## src/design/dpo_pkg.sv

```systemverilog
package dpo_pkg;

  localparam int unsigned PortCount   = 4;
  localparam int unsigned PortWidth   = 8;
  localparam int unsigned DioWidth    = 32;
  localparam int unsigned ConvCount   = 8;
  localparam int unsigned AddrWidth   = 8;

  // Register byte offsets.
  localparam logic [7:0] OffDioOut    = 8'h00;
  localparam logic [7:0] OffDioIn     = 8'h04;
  localparam logic [7:0] OffDir       = 8'h08;
  localparam logic [7:0] OffOvlStat   = 8'h0C;
  localparam logic [7:0] OffIrqMask   = 8'h10;

  localparam logic [31:0] ResetZero   = 32'h0000_0000;
  localparam logic [3:0]  DirResetAll = 4'h0;

  localparam logic [1:0] RespOkay     = 2'h0;
  localparam logic [1:0] RespSlvErr   = 2'h2;

  typedef enum logic [1:0] {
    RdIdle = 2'b01,
    RdResp = 2'b10
  } dpo_rd_e;

  typedef enum logic [1:0] {
    WrIdle = 2'b01,
    WrResp = 2'b10
  } dpo_wr_e;

  typedef struct packed {
    logic        awvalid;
    logic [7:0]  awaddr;
    logic        wvalid;
    logic [31:0] wdata;
    logic [3:0]  wstrb;
    logic        bready;
    logic        arvalid;
    logic [7:0]  araddr;
    logic        rready;
  } dpo_axi_req_s;

  typedef struct packed {
    logic        awready;
    logic        wready;
    logic        bvalid;
    logic [1:0]  bresp;
    logic        arready;
    logic        rvalid;
    logic [31:0] rdata;
    logic [1:0]  rresp;
  } dpo_axi_rsp_s;

  typedef struct packed {
    logic [7:0] detect;
    logic [7:0] flag;
  } dpo_ovl_s;

endpackage : dpo_pkg

```

## src/design/dpo_dio_top.sv

```systemverilog
// Local design decisions: the register offsets and register access over AXI4-Lite.
`timescale 1ns/1ps
// Operation
// - Thirty-two digital bits in four 8-bit ports, port 0 lowest.
// - Direction is chosen per 8-bit port, never per bit.
// - Every analog converter has its own independent overload monitor.
// - Open, unwired, miswired sense or short output raises that flag.
// - Missing two-wire sense jumpers flag only that channel.
// - Overload flags read on port 4, bit n for converter n.
// - Writing one to a port 4 bit clears that sticky flag.
module dpo_dio_top #(
  parameter int unsigned NumPorts = dpo_pkg::PortCount,
  parameter int unsigned NumConv  = dpo_pkg::ConvCount
) (
  input  wire logic                  clock,     // 200 MHz system clock.
  input  wire logic                  rst,       // Synchronous reset.
  input  wire logic                  awvalid,   // Write address valid.
  output logic                       awready,   // Write address ready.
  input  wire logic [7:0]            awaddr,    // Write byte address.
  input  wire logic                  wvalid,    // Write data valid.
  output logic                       wready,    // Write data ready.
  input  wire logic [31:0]           wdata,     // Write data.
  input  wire logic [3:0]            wstrb,     // Write byte strobes.
  output logic                       bvalid,    // Write response valid.
  input  wire logic                  bready,    // Write response ready.
  output logic [1:0]                 bresp,     // Write response code.
  input  wire logic                  arvalid,   // Read address valid.
  output logic                       arready,   // Read address ready.
  input  wire logic [7:0]            araddr,    // Read byte address.
  output logic                       rvalid,    // Read data valid.
  input  wire logic                  rready,    // Read data ready.
  output logic [31:0]                rdata,     // Read data.
  output logic [1:0]                 rresp,     // Read response code.
  input  wire logic [31:0]           dioIn,     // Connector pin levels.
  output logic      [31:0]           dioOut,    // Connector pin drive.
  output logic      [31:0]           dioOe,     // Pin output enables.
  input  wire logic [NumConv-1:0]    ovlSense,  // Converter monitor faults.
  output logic                       irq        // Overload interrupt.
);

  typedef struct packed {
    logic [31:0]          inSync1;
    logic [31:0]          inSync2;
    logic [31:0]          outData;
    logic [NumPorts-1:0]  portDir;
    logic [NumConv-1:0]   irqMask;
    dpo_pkg::dpo_wr_e     wrState;
    logic                 awHeld;
    logic [7:0]           awAddr;
    logic                 wHeld;
    logic [31:0]          wData;
    logic [3:0]           wStrb;
    logic [1:0]           bResp;
    dpo_pkg::dpo_rd_e     rdState;
    logic [31:0]          rData;
    logic [1:0]           rResp;
    logic                 irqOut;
  } dpo_top_state_s;

  dpo_top_state_s     state_q;
  dpo_top_state_s     state_d;
  logic [NumConv-1:0] ovlFlags;
  logic [NumConv-1:0] ovlClear;
  logic               wrFire;
  logic [7:0]         wrAddrCur;
  logic [31:0]        wrDataCur;
  logic [3:0]         wrStrbCur;

  // Merges strobed bytes of new data over old data.
  function automatic logic [31:0] strobeMerge(
    input logic [31:0] oldVal,
    input logic [31:0] newVal,
    input logic [3:0]  strb
  );
    logic [31:0] res;
    res = oldVal;
    for (int b = 0; b < 4; b++) begin
      if (strb[b]) begin
        res[b*8 +: 8] = newVal[b*8 +: 8];
      end
    end
    return res;
  endfunction : strobeMerge

  // Expands one direction bit per port into one enable per pin.
  function automatic logic [31:0] portExpand(
    input logic [NumPorts-1:0] dir
  );
    logic [31:0] res;
    res = dpo_pkg::ResetZero;
    for (int p = 0; p < NumPorts; p++) begin
      res[p*dpo_pkg::PortWidth +: dpo_pkg::PortWidth] = {8{dir[p]}};
    end
    return res;
  endfunction : portExpand

  // A held item stands in for the bus, so either order completes a write.
  assign wrAddrCur = state_q.awHeld ? state_q.awAddr : awaddr;
  assign wrDataCur = state_q.wHeld ? state_q.wData : wdata;
  assign wrStrbCur = state_q.wHeld ? state_q.wStrb : wstrb;
  assign wrFire    = (state_q.wrState == dpo_pkg::WrIdle)
                     && (state_q.awHeld || awvalid)
                     && (state_q.wHeld || wvalid);
  // A zero written to a flag bit leaves it untouched.
  assign ovlClear  = (wrFire && wrAddrCur == dpo_pkg::OffOvlStat
                      && wrStrbCur[0])
                     ? wrDataCur[NumConv-1:0] : '0;

  dpo_overload_flags #(
    .NumConv (NumConv)
  ) u_flags (
    .clock    (clock),
    .rst      (rst),
    .faultPin (ovlSense),
    .clearOne (ovlClear),
    .flags    (ovlFlags)
  );

  always_comb begin
    state_d         = state_q;
    state_d.inSync1 = dioIn;
    state_d.inSync2 = state_q.inSync1;
    state_d.irqOut  = |(ovlFlags & state_q.irqMask);

    // Write channel: address and data taken in either order.
    case (state_q.wrState)
      dpo_pkg::WrIdle: begin
        if (awvalid && !state_q.awHeld) begin
          state_d.awHeld = 1'b1;
          state_d.awAddr = awaddr;
        end
        if (wvalid && !state_q.wHeld) begin
          state_d.wHeld = 1'b1;
          state_d.wData = wdata;
          state_d.wStrb = wstrb;
        end
        if (wrFire) begin
          state_d.awHeld  = 1'b0;
          state_d.wHeld   = 1'b0;
          state_d.wrState = dpo_pkg::WrResp;
          state_d.bResp   = dpo_pkg::RespOkay;
          case (wrAddrCur)
            dpo_pkg::OffDioOut: begin
              state_d.outData = strobeMerge(state_q.outData, wrDataCur,
                                            wrStrbCur);
            end
            dpo_pkg::OffDir: begin
              if (wrStrbCur[0]) begin
                state_d.portDir = wrDataCur[NumPorts-1:0];
              end
            end
            dpo_pkg::OffIrqMask: begin
              if (wrStrbCur[0]) begin
                state_d.irqMask = wrDataCur[NumConv-1:0];
              end
            end
            dpo_pkg::OffOvlStat, dpo_pkg::OffDioIn: begin
            end
            default: begin
              state_d.bResp = dpo_pkg::RespSlvErr;
            end
          endcase
        end
      end
      dpo_pkg::WrResp: begin
        if (bready) begin
          state_d.wrState = dpo_pkg::WrIdle;
        end
      end
      default: begin
        state_d.wrState = dpo_pkg::WrIdle;
      end
    endcase

    case (state_q.rdState)
      dpo_pkg::RdIdle: begin
        if (arvalid) begin
          state_d.rdState = dpo_pkg::RdResp;
          state_d.rResp   = dpo_pkg::RespOkay;
          state_d.rData   = dpo_pkg::ResetZero;
          case (araddr)
            dpo_pkg::OffDioOut:  state_d.rData = state_q.outData;
            // Output ports read back their driven value, inputs the pins.
            dpo_pkg::OffDioIn:   state_d.rData =
              (state_q.inSync2 & ~portExpand(state_q.portDir))
              | (state_q.outData & portExpand(state_q.portDir));
            dpo_pkg::OffDir:
              state_d.rData[NumPorts-1:0] = state_q.portDir;
            dpo_pkg::OffOvlStat:
              state_d.rData[NumConv-1:0] = ovlFlags;
            dpo_pkg::OffIrqMask:
              state_d.rData[NumConv-1:0] = state_q.irqMask;
            default: state_d.rResp = dpo_pkg::RespSlvErr;
          endcase
        end
      end
      dpo_pkg::RdResp: begin
        if (rready) begin
          state_d.rdState = dpo_pkg::RdIdle;
        end
      end
      default: begin
        state_d.rdState = dpo_pkg::RdIdle;
      end
    endcase
  end

  always_ff @(posedge clock) begin
    if (rst) begin
      state_q         <= '0;
      state_q.portDir <= dpo_pkg::DirResetAll;
      state_q.wrState <= dpo_pkg::WrIdle;
      state_q.rdState <= dpo_pkg::RdIdle;
    end else begin
      state_q <= state_d;
    end
  end

  assign awready = (state_q.wrState == dpo_pkg::WrIdle) && !state_q.awHeld;
  assign wready  = (state_q.wrState == dpo_pkg::WrIdle) && !state_q.wHeld;
  assign bvalid  = (state_q.wrState == dpo_pkg::WrResp);
  assign bresp   = state_q.bResp;
  assign arready = (state_q.rdState == dpo_pkg::RdIdle);
  assign rvalid  = (state_q.rdState == dpo_pkg::RdResp);
  assign rdata   = state_q.rData;
  assign rresp   = state_q.rResp;
  assign dioOut  = state_q.outData;
  assign dioOe   = portExpand(state_q.portDir);
  assign irq     = state_q.irqOut;

  port_uniform_a: assert property (@(posedge clock) disable iff (rst)
    dioOe[7:0] == {8{dioOe[0]}} && dioOe[15:8] == {8{dioOe[8]}}
    && dioOe[23:16] == {8{dioOe[16]}} && dioOe[31:24] == {8{dioOe[24]}})
    else $error("Port direction differs inside a port.");

  reset_inputs_a: assert property (@(posedge clock)
    $fell(rst) |-> dioOe == 32'h0000_0000)
    else $error("Ports not inputs after reset.");

  // Reset must also drop a pending answer, or a master takes a stale one.
  reset_outputs_a: assert property (@(posedge clock)
    rst |=> dioOe == 32'h0000_0000 && !irq && !bvalid && !rvalid)
    else $error("Outputs not cleared by reset.");

  dir_write_a: assert property (@(posedge clock) disable iff (rst)
    wrFire && wrAddrCur == dpo_pkg::OffDir && wrStrbCur[0]
    |=> dioOe[15:8] == {8{$past(wrDataCur[1])}})
    else $error("Port 1 direction not taken from write.");

  out_write_a: assert property (@(posedge clock) disable iff (rst)
    wrFire && wrAddrCur == dpo_pkg::OffDioOut && wrStrbCur == 4'hF
    |=> dioOut == $past(wrDataCur))
    else $error("Output data not taken from write.");

  // The pin image is read only; a write there must not reach the outputs.
  ro_write_a: assert property (@(posedge clock) disable iff (rst)
    wrFire && wrAddrCur == dpo_pkg::OffDioIn |=> $stable(dioOut))
    else $error("Write to pin image changed output data.");

  zero_keeps_a: assert property (@(posedge clock) disable iff (rst)
    ovlFlags[2] && !ovlClear[2] |=> ovlFlags[2])
    else $error("Flag lost on write of zero.");

  clear_works_a: assert property (@(posedge clock) disable iff (rst)
    ovlClear[5] && !u_flags.state_q.sync2[5] |=> !ovlFlags[5])
    else $error("Write of one did not clear flag.");

  status_read_a: assert property (@(posedge clock) disable iff (rst)
    arready && arvalid && araddr == dpo_pkg::OffOvlStat
    |=> rvalid && rdata[7:0] == $past(ovlFlags))
    else $error("Status read does not show flags.");

  ovl_chain_a: assert property (@(posedge clock) disable iff (rst)
    ovlSense[7] |-> ##3 ovlFlags[7])
    else $error("Converter fault not flagged within three cycles.");

  chan_isolated_a: assert property (@(posedge clock)
    disable iff (rst)
    !ovlFlags[1] && !u_flags.state_q.sync2[1] |=> !ovlFlags[1])
    else $error("Flag set without its own channel fault.");

  // The interrupt is registered and trails the unmasked flags by one cycle.
  irq_level_a: assert property (@(posedge clock) disable iff (rst)
    |(ovlFlags & state_q.irqMask) |=> irq)
    else $error("Interrupt missing for unmasked flag.");

  irq_drop_a: assert property (@(posedge clock) disable iff (rst)
    !(|(ovlFlags & state_q.irqMask)) |=> !irq)
    else $error("Interrupt high with no unmasked flag.");

  mask_write_a: assert property (@(posedge clock) disable iff (rst)
    wrFire && wrAddrCur == dpo_pkg::OffIrqMask && wrStrbCur[0]
    |=> state_q.irqMask[0] == $past(wrDataCur[0]))
    else $error("Interrupt mask not taken from write.");

  // The master may stall the answer; it must not change while it waits.
  bresp_hold_a: assert property (@(posedge clock) disable iff (rst)
    bvalid && !bready |=> bvalid && $stable(bresp))
    else $error("Write response dropped before it was taken.");

  rdata_hold_a: assert property (@(posedge clock) disable iff (rst)
    rvalid && !rready |=> rvalid && $stable(rdata))
    else $error("Read data dropped before it was taken.");

endmodule : dpo_dio_top

```

## src/design/dpo_overload_flags.sv

```systemverilog
`timescale 1ns/1ps
// Per-converter sticky overload flags with write-one-to-clear.
module dpo_overload_flags #(
  parameter int unsigned NumConv = dpo_pkg::ConvCount
) (
  input  wire logic               clock,    // System clock.
  input  wire logic               rst,      // Synchronous reset.
  input  wire logic [NumConv-1:0] faultPin, // Raw monitor outputs.
  input  wire logic [NumConv-1:0] clearOne, // Write-one-to-clear mask.
  output logic      [NumConv-1:0] flags     // Sticky flags.
);

  typedef struct packed {
    logic [NumConv-1:0] sync1;
    logic [NumConv-1:0] sync2;
    logic [NumConv-1:0] flag;
  } dpo_flag_state_s;

  dpo_flag_state_s state_q;
  dpo_flag_state_s state_d;

  always_comb begin
    state_d       = state_q;
    state_d.sync1 = faultPin;
    state_d.sync2 = state_q.sync1;
    // Each channel is independent; a new fault beats a clear in the same cycle.
    state_d.flag  = (state_q.flag & ~clearOne) | state_q.sync2;
  end

  always_ff @(posedge clock) begin
    if (rst) begin
      state_q <= '0;
    end else begin
      state_q <= state_d;
    end
  end

  assign flags = state_q.flag;

  flag_sticks_a: assert property (@(posedge clock) disable iff (rst)
    state_q.flag[0] && !clearOne[0] |=> state_q.flag[0])
    else $error("Overload flag dropped without a clear.");

  // Two synchroniser stages and the flag itself put the flag three edges out.
  fault_sets_a: assert property (@(posedge clock) disable iff (rst)
    faultPin[3] |-> ##3 state_q.flag[3])
    else $error("Overload did not set its flag.");

  set_wins_a: assert property (@(posedge clock) disable iff (rst)
    state_q.sync2[0] |=> state_q.flag[0])
    else $error("Clear won over a fault in the same cycle.");

endmodule : dpo_overload_flags

```

## config.mk

```make
export PLATFORM = sky130hd
export DESIGN_NAME = dpo_dio_top
export DESIGN_NICKNAME = d
export VERILOG_FILES = /design/src/design/dpo_pkg.sv /design/src/design/dpo_dio_top.sv /design/src/design/dpo_overload_flags.sv
export SDC_FILE = /design/constraint.sdc
export NUM_CORES = 1
export LEC_CHECK = 0
export BUFFER_PORTS_ARGS = -buffer_cell sky130_fd_sc_hd__buf_4
export CAP_MARGIN = 0
export CORE_MARGIN = 10
export CORE_UTILIZATION = 59
export DETAILED_ROUTE_END_ITERATION = 8
export PLACE_DENSITY = 0.91
export SLEW_MARGIN = 5
export SYNTH_ARGS = -nofsm -noshare
export SYNTH_HDL_FRONTEND = slang
export SYNTH_SLANG_ARGS = --single-unit
```

## constraint.sdc

```tcl
create_clock -name clock -period 6.3 [get_ports clock]
set_input_delay 0.315 -clock clock [delete_from_list [all_inputs] [get_ports clock]]
set_output_delay 0.315 -clock clock [all_outputs]
set_load 0.1 [all_outputs]
```

==> results by group, run 1 <==
Clocking
  – CTS clk-pin slew, worst paths: 0.06 ns
  – Clock net sink count: 217
  – Post-cts sizing count: 0
  – Clock Root Buffer: clkbuf_16
  – Clk Latency, worst-skew pair: 0.50 ns
  – CTS Hold Buffers Added: 0
  – Clock buffer count from CTS: 23
  – Clock Tree Buf Depth: 3
  – H-tree depth: 1
  – Postcts setup bufs: 0
  – CTS tree: done

Timing
  – Worst slew pin tran: roughly 1.3 ns
  – Clock skew: 0.0110 ns
  – Setup-failing EPs final: 0
  – Unrepaired setup endpoints after global routing: false
  – Setup ws final: 3.61 ns
  – Slew margin rel.: 14.8%
  – Pins Over Slew Limit: 0
  – Final period util: 42.8%
  – FMAX: between 0.3 and 0.4 GHz
  – Final hold slack: 0.0219 ns
  – Min cycle time layout: 2.69 ns
  – Setup TNS: 0 ns
  – Fin. Hold Viols: 0

Synth
  – Synth Area in Compound Gates: 8.62%
  – Mapped Area: approximately 9300 um^2
  – Post-Synth Simple-Gate Area: 20.5%
  – Cells after synthesis: 984
  – Avg Cell Area, Syn: 9.46 um^2
  – Ys async rst share: 0%
  – Sequential fraction of the synthesis area: a little under half
  – Post-synthesis mux area share: 13.5%
  – Synth warn: 0
  – XOR/XNOR share of the synthesized area: 0%
  – Post-synth EDFFs: 0
  – Post-synthesis adder-cell area fraction: 0%
  – Seq cells post-synth: about 220
  – Synth unique cells: 50
  – Synth Flop Type: dfxtp_1
  – Largest family of logic cells by synthesized area: simple AND/OR/NAND/NOR gates

Power and ir drop
  – Comb power frac: 10.4%
  – Int Power: ~2400 uW
  – Flop pwr share: 45.4%
  – Clock Power Share: 44.2%
  – Overall Power: 3200 uW
  – Maximum VDD drop: 0.000238 V
  – Switch share: 24.0%
  – Sw Pwr: 766 uW
  – Lkg Pwr: 0.00478 uW
  – Pwr/cell area: 292 nW/um^2

Place
  – Hpwl dp: 15,900 um
  – Pre-CTS WS: approximately 3.7 ns
  – GP Congestion: a little under 0.9
  – Port Buffers: approximately 200
  – Placed Area: about 10,000 um^2

Die
  – Site row count: 45
  – CORE AREA: 15,300 um^2
  – Die Wd: 146 um
  – Die area: 21,200 um^2
  – Die Ht: 146 um
  – Initial cell density of the core: approximately three fifths
  – # IOs: 205

Critical path
  – Critical path peak fanout: 17
  – Worst Setup Path Type: flop to flop
  – CP arrival: 3.01 ns
  – Req. time, crit path: 6.62 ns
  – Startpoint types: flop
  – Kind of end point of the critical path: flop

Detailed routing
  – Via Count: 6,917
  – Via/cell ratio: 5.37
  – Antenna-violating nets left: 0
  – # DRC: 0
  – DRT Pass-1 Iters: 4
  – Initial drt markers: 498
  – Average routed wire per standard cell: 17.6 um
  – Final WL: 22,700 um

Layout
  – Commonest non-fill, non-tap cell in the layout: dfxtp_1
  – ANT cells: 0
  – Most frequent cells in the layout: 216 x dfxtp_1, 207 x buf_4, 117 x nor2b_1, 96 x mux2i_1, 89 x nor2_1
  – Fraction of layout cells with a size suffix above 1: a little over a quarter
  – Final #Nets: 1,158
  – Synthesis-to-finish area growth: 17.8%
  – Final instance area: 11,000 um^2

Global routing
  – Vias in the first global route: 6,851
  – First-pass GRT wire length: between 30,000 and 40,000 um
  – Global route overflow: 0
  – Initial antenna violation count: 0
  – Largest net degree at the start of global routing: 114
  – Tot GR Track Use: 20.0%

Hold path
  – Worst Hold Class: input pin to flop

Run
  – Number of max-cap violations: 0

Status
  – Status: finished, final reports clean
worst max-delay path: stages (launching register included):
cell and delay [ns]:
dfxtp_1 0.64, or4b_1 0.52, o22a_1 0.27, nor3_1 0.89, a311oi_1 0.20
state kept, by name, summed over array words and instances, names as in the netlist:
name,flops
u_flags.state_q,8
bresp,1
u_flags.state_d,8
dioOe,4
rdata,32
u_flags.flags,8
irq,1
dioOut,32
state_q,90
rresp,1
state_d,32
per-layer routing:
layer  share of wire (%)  GRT usage (%)
met1                  42           24.4
met2                  47           33.6
met3                 8.8           6.49
met4                 1.7           4.55
met5                   0              0
path summary, 6_finish.rpt:
kind	cells past startpoint	slack [ns]	start	to
worst max register to register	4	3.61	state_q[84]$_SDFFE_PP0P_	u_flags.flags[1]$_SDFF_PP0_
worst max-delay path	4	3.61	state_q[84]$_SDFFE_PP0P_	u_flags.flags[1]$_SDFF_PP0_
worst min-delay path	2	0.02	dioIn[31]	state_d[162]$_SDFF_PP0_
worst min register to register	1	0.43	state_d[132]$_SDFF_PP0_	state_q[132]$_SDFF_PP0_
cells in the mapped netlist (3+ instances only):
library cell / instances / share of area [%]
nand3b_1: 3 / 0.24
or2_2: 9 / 0.60
o22ai_1: 3 / 0.20
nor2b_1: 117 / 7.9
nand4_2: 3 / 0.40
a311oi_1: 9 / 0.85
a22oi_1: 5 / 0.40
dfxtp_1: 217 / 47
o21ai_0: 8 / 0.43
buf_1: 8 / 0.32
and2_1: 5 / 0.34
a21oi_1: 47 / 2.5
inv_1: 5 / 0.20
nor2_1: 89 / 3.6
nand2b_1: 23 / 1.5
nor3_1: 6 / 0.32
nand2_1: 83 / 3.3
clkbuf_1: 47 / 1.9
mux2i_1: 96 / 10
buf_4: 101 / 8.1
nor3b_1: 8 / 0.65
mux2_2: 26 / 3.1
or3_1: 3 / 0.20
a2bb2oi_1: 24 / 2.3
buf_2: 3 / 0.16
or4_1: 5 / 0.40
a31o_2: 5 / 0.47
cells by family (layout without fill, tap and decap cells):
kind of cell           Yosys count  count (layout)
AO/OA/AOI/OAI                  115             115
buffers and inverters          164             255
flip-flops                     217             217
multiplexers                   122             122
other                            1               2
AND/OR/NAND/NOR                365             365
area by class of cell:
| class | count | area [um^2] |
|---|---|---|
| Sequential cell | 217 | 4350 |
| Tap cell | 211 | 264 |
| Clock buffer | 29 | 628 |
| Clock inverter | 13 | 173 |
| Fill cell | 1149 | 4350 |
| Timing Repair Buffer | 208 | 1570 |
| Multi-Input combinational cell | 604 | 3970 |
| Inverter | 5 | 18.8 |
through the flow:
step / utilization (%) / std cells
after floorplan: - / 985
after CTS: 71.6 / 1287
after detailed placement: 66.4 / 1245
after global routing: 71.6 / 1287
final: 71.6 / 1287
after global placement: 66.4 / 1245
power groups by stage:
stage                     sequential, uW  clock (uW)  combinational, uW
after global routing                1460        1490                362
after CTS                           1450        1430                333
after floorplan                     1470           0                236
after detailed placement            1480           0                331
after global placement              1480           0                322
final                               1450        1410                332
(Power assumes the default switching activity.)
==> run 2: changes to the inputs <==
- CORE_UTILIZATION: 59 -> 54
- PLACE_DENSITY: 0.91 -> 0.84
- clock period: 6.3 -> 2.71 ns (I/O delays scaled with it)
==> run 2 against run 1 <==
Worst hold slack improved by 0.056 ns. Sequential share of layout area fell by 3.4 points. Global-route usage rose by 0.55 points. Wire length rose by 9.1%. Clock-buffer cell count rose by 2. Core utilization fell by 0.11 points. First-iteration DRC count fell by 5.6%. Clock power rose by 130%.
==> results by group, run 2 (same netlist as run 1, synthesis figures left out) <==
Layout
  – Most frequent cells in the layout: 216 x dfxtp_1, 216 x buf_4, 116 x nor2b_1, 96 x mux2i_1, 90 x dlygate4sd3_1 (was 216 x dfxtp_1, 207 x buf_4, 117 x nor2b_1, 96 x mux2i_1, 89 x nor2_1)
  – Final #Nets: 1,260 (was 1,158)
  – Fill cells: 1,169 (was 1,149)
  – Largest Register: state_q (unchanged)
  – Final cell utilization of the core: 71.5% (was 71.6%)
  – Synthesis-to-finish area growth: 28.8% (was 17.8%)
  – Fraction of layout cells with a size suffix above 1: 25.8% (was 27.2%)
  – ANT cells: 0 (unchanged)
  – Largest register FFs: 90 (unchanged)

Clocking
  – CTS tree: done (unchanged)
  – Clock Tree Buf Depth: 3 (unchanged)
  – Clock net sink count: 217 (unchanged)
  – Clk Latency, worst-skew pair: 0.50 ns (about the same)
  – CTS clk-pin slew, worst paths: 0.06 ns (about the same)
  – H-tree depth: 1 (unchanged)
  – Post-cts sizing count: 0 (unchanged)
  – Clock buffer count from CTS: 23 (unchanged)
  – Clock Root Buffer: clkbuf_16 (unchanged)

Critical path
  – Slowest stage cell, crit path: dfxtp_1 (was nor3_1)
  – Req. time, crit path: 3.10 ns (was 6.62 ns)
  – Cell Chain, Critical Path: or4b_1, o22ai_1, nand4_2, mux2_2 (was or4b_1, o22a_1, nor3_1, a311oi_1)
  – Worst Setup Path Type: flop to flop (unchanged)
  – Kind of end point of the critical path: flop (unchanged)
  – Critical path peak fanout: 17 (unchanged)
  – Startpoint types: flop (unchanged)
  – Max incr delay on CP: 0.66 ns (was 0.89 ns)
  – CP arrival: 2.95 ns (was 3.01 ns)

Global routing
  – Tot GR Track Use: 20.6% (was 20.0%)
  – Met1 GRT Util: 25.0% (was 24.4%)
  – First-pass GRT wire length: 38,400 um (was 35,700 um)
  – Met3 GRT Util: 5.73% (was 6.49%)
  – Met2 Resource Use GR: 35.3% (was 33.6%)
  – Initial antenna violation count: 0 (unchanged)
  – Largest net degree at the start of global routing: 96 (was 114)
  – Global route overflow: 0 (unchanged)
  – Most used routing layer: met2 (unchanged)
  – Vias in the first global route: 7,428 (was 6,851)

Timing
  – FMAX: 0.390 GHz (was 0.371 GHz)
  – Clock skew: 0.0173 ns (was 0.0110 ns)
  – Fin. Hold Viols: 0 (unchanged)
  – Final hold slack: 0.0775 ns (was 0.0219 ns)
  – Final period util: 94.6% (was 42.8%)
  – Setup-failing EPs final: 0 (unchanged)
  – Slew margin rel.: 53.1% (was 14.8%)
  – Pins Over Slew Limit: 0 (unchanged)
  – Worst slew pin tran: 0.704 ns (was 1.27 ns)
  – Min cycle time layout: 2.56 ns (was 2.69 ns)
  – Setup TNS: 0 ns (unchanged)
  – Unrepaired setup endpoints after global routing: false (unchanged)

Hold path
  – Worst Hold Class: input pin to flop (unchanged)

Die
  – CORE AREA: 16,800 um^2 (was 15,300 um^2)
  – Site row count: 47 (was 45)
  – Die area: 22,900 um^2 (was 21,200 um^2)
  – Die Ht: 151 um (was 146 um)
  – # IOs: 205 (unchanged)
  – Initial cell density of the core: 55.5% (was 60.8%)
  – Die Wd: 151 um (was 146 um)

Place
  – GP Congestion: 0.914 (was 0.870)
  – Port Buffers: 202 (unchanged)
  – Hpwl dp: 16,100 um (was 15,900 um)

Detailed routing
  – DRT Pass-1 Iters: 5 (was 4)
  – Via Count: 7,335 (was 6,917)
  – Via/cell ratio: 5.25 (was 5.37)
  – Average routed wire per standard cell: 17.7 um (was 17.6 um)
  – Antenna-violating nets left: 0 (unchanged)
  – Final WL: 24,700 um (was 22,700 um)
  – # DRC: 0 (unchanged)
  – Initial drt markers: 470 (was 498)

Power and ir drop
  – Maximum VDD drop: 0.000467 V (was 0.000238 V)
  – Pwr/cell area: 625 nW/um^2 (was 292 nW/um^2)
  – Lkg Pwr: 0.00521 uW (was 0.00478 uW)

Run
  – Number of max-cap violations: 0 (unchanged)

Status
  – Status: finished, final reports clean (unchanged)
-- run 2: cell count changes in the layout (fill, tap and decap cells not counted), moves of 2 or more --
cell           delta
dlygate4sd3_1    +90
buf_4             +9
clkinv_2          -4
buf_12            +3
clkinvlp_4        +2
-- run 2: per-layer routing --
| layer | wire, um | vias to the layer above | part of all wire (%) |
|---|---|---|---|
| li1 | - | 3541 | - |
| met1 | 10100 | 3468 | 41 |
| met2 | 11900 | 285 | 48 |
| met3 | 2310 | 41 | 9.3 |
| met4 | 437 | 0 | 1.8 |
| met5 | 0 | - | 0 |
-- run 2: final timing paths --
path,from,to,slack [ns],depth (start not counted)
worst max-delay path,state_q[84]$_SDFFE_PP0P_,dioOut[19]$_SDFFE_PP0P_,0.15,4
worst min-delay path,araddr[3],rdata[6]$_SDFFE_PP0P_,0.08,3
worst max register to register,state_q[84]$_SDFFE_PP0P_,dioOut[19]$_SDFFE_PP0P_,0.15,4
worst min register to register,u_flags.state_d[11]$_SDFF_PP0_,u_flags.state_q[11]$_SDFF_PP0_,0.43,1
-- run 2: metrics by stage --
step	cells	cell area [um^2]	total power [uW]	setup WS (ns)
after detailed placement	1266	10300	4240	0.159
final	1396	12000	7490	0.146
after global placement	1266	10300	4220	0.224
after floorplan	985	9310	3970	0.302
after global routing	1396	12000	7740	0.0182
after CTS	1396	12000	7520	0.154
-- run 2: cell type report --
cell class / instances / area (um^2) / area share (%)
Clock buffer: 31 / 646 / 5.39
Clock inverter: 9 / 129 / 1.08
Inverter: 5 / 18.8 / 0.157
Multi-Input combinational cell: 604 / 3980 / 33.2
Sequential cell: 217 / 4350 / 36.3
Tap cell: 220 / 275 / 2.30
Timing Repair Buffer: 310 / 2590 / 21.6
-- run 2: repair_timing --
| action | in CTS | in global routing |
|---|---|---|
| hold endpoints to repair | 92 | 0 |
| hold buffers | 90 | 0 |
| buffers inserted | 0 | 0 |
-- run 2: critical path, delay by kind of cell (launching register included) --
kind | cells | cell delay (ns)
and+or+nand+nor | 2 | 0.92
DFF | 1 | 0.66
AOI/OAI and AO/OA | 1 | 0.47
muxes | 1 | 0.39
-- run 2: report_power, final --
part	switching, uW	internal [uW]	total (uW)	leakage [uW]
Sequential	63.6	3320	3380	0.00178
Combinational	505	410	915	0.00306
Clock	1240	1950	3190	0.000376
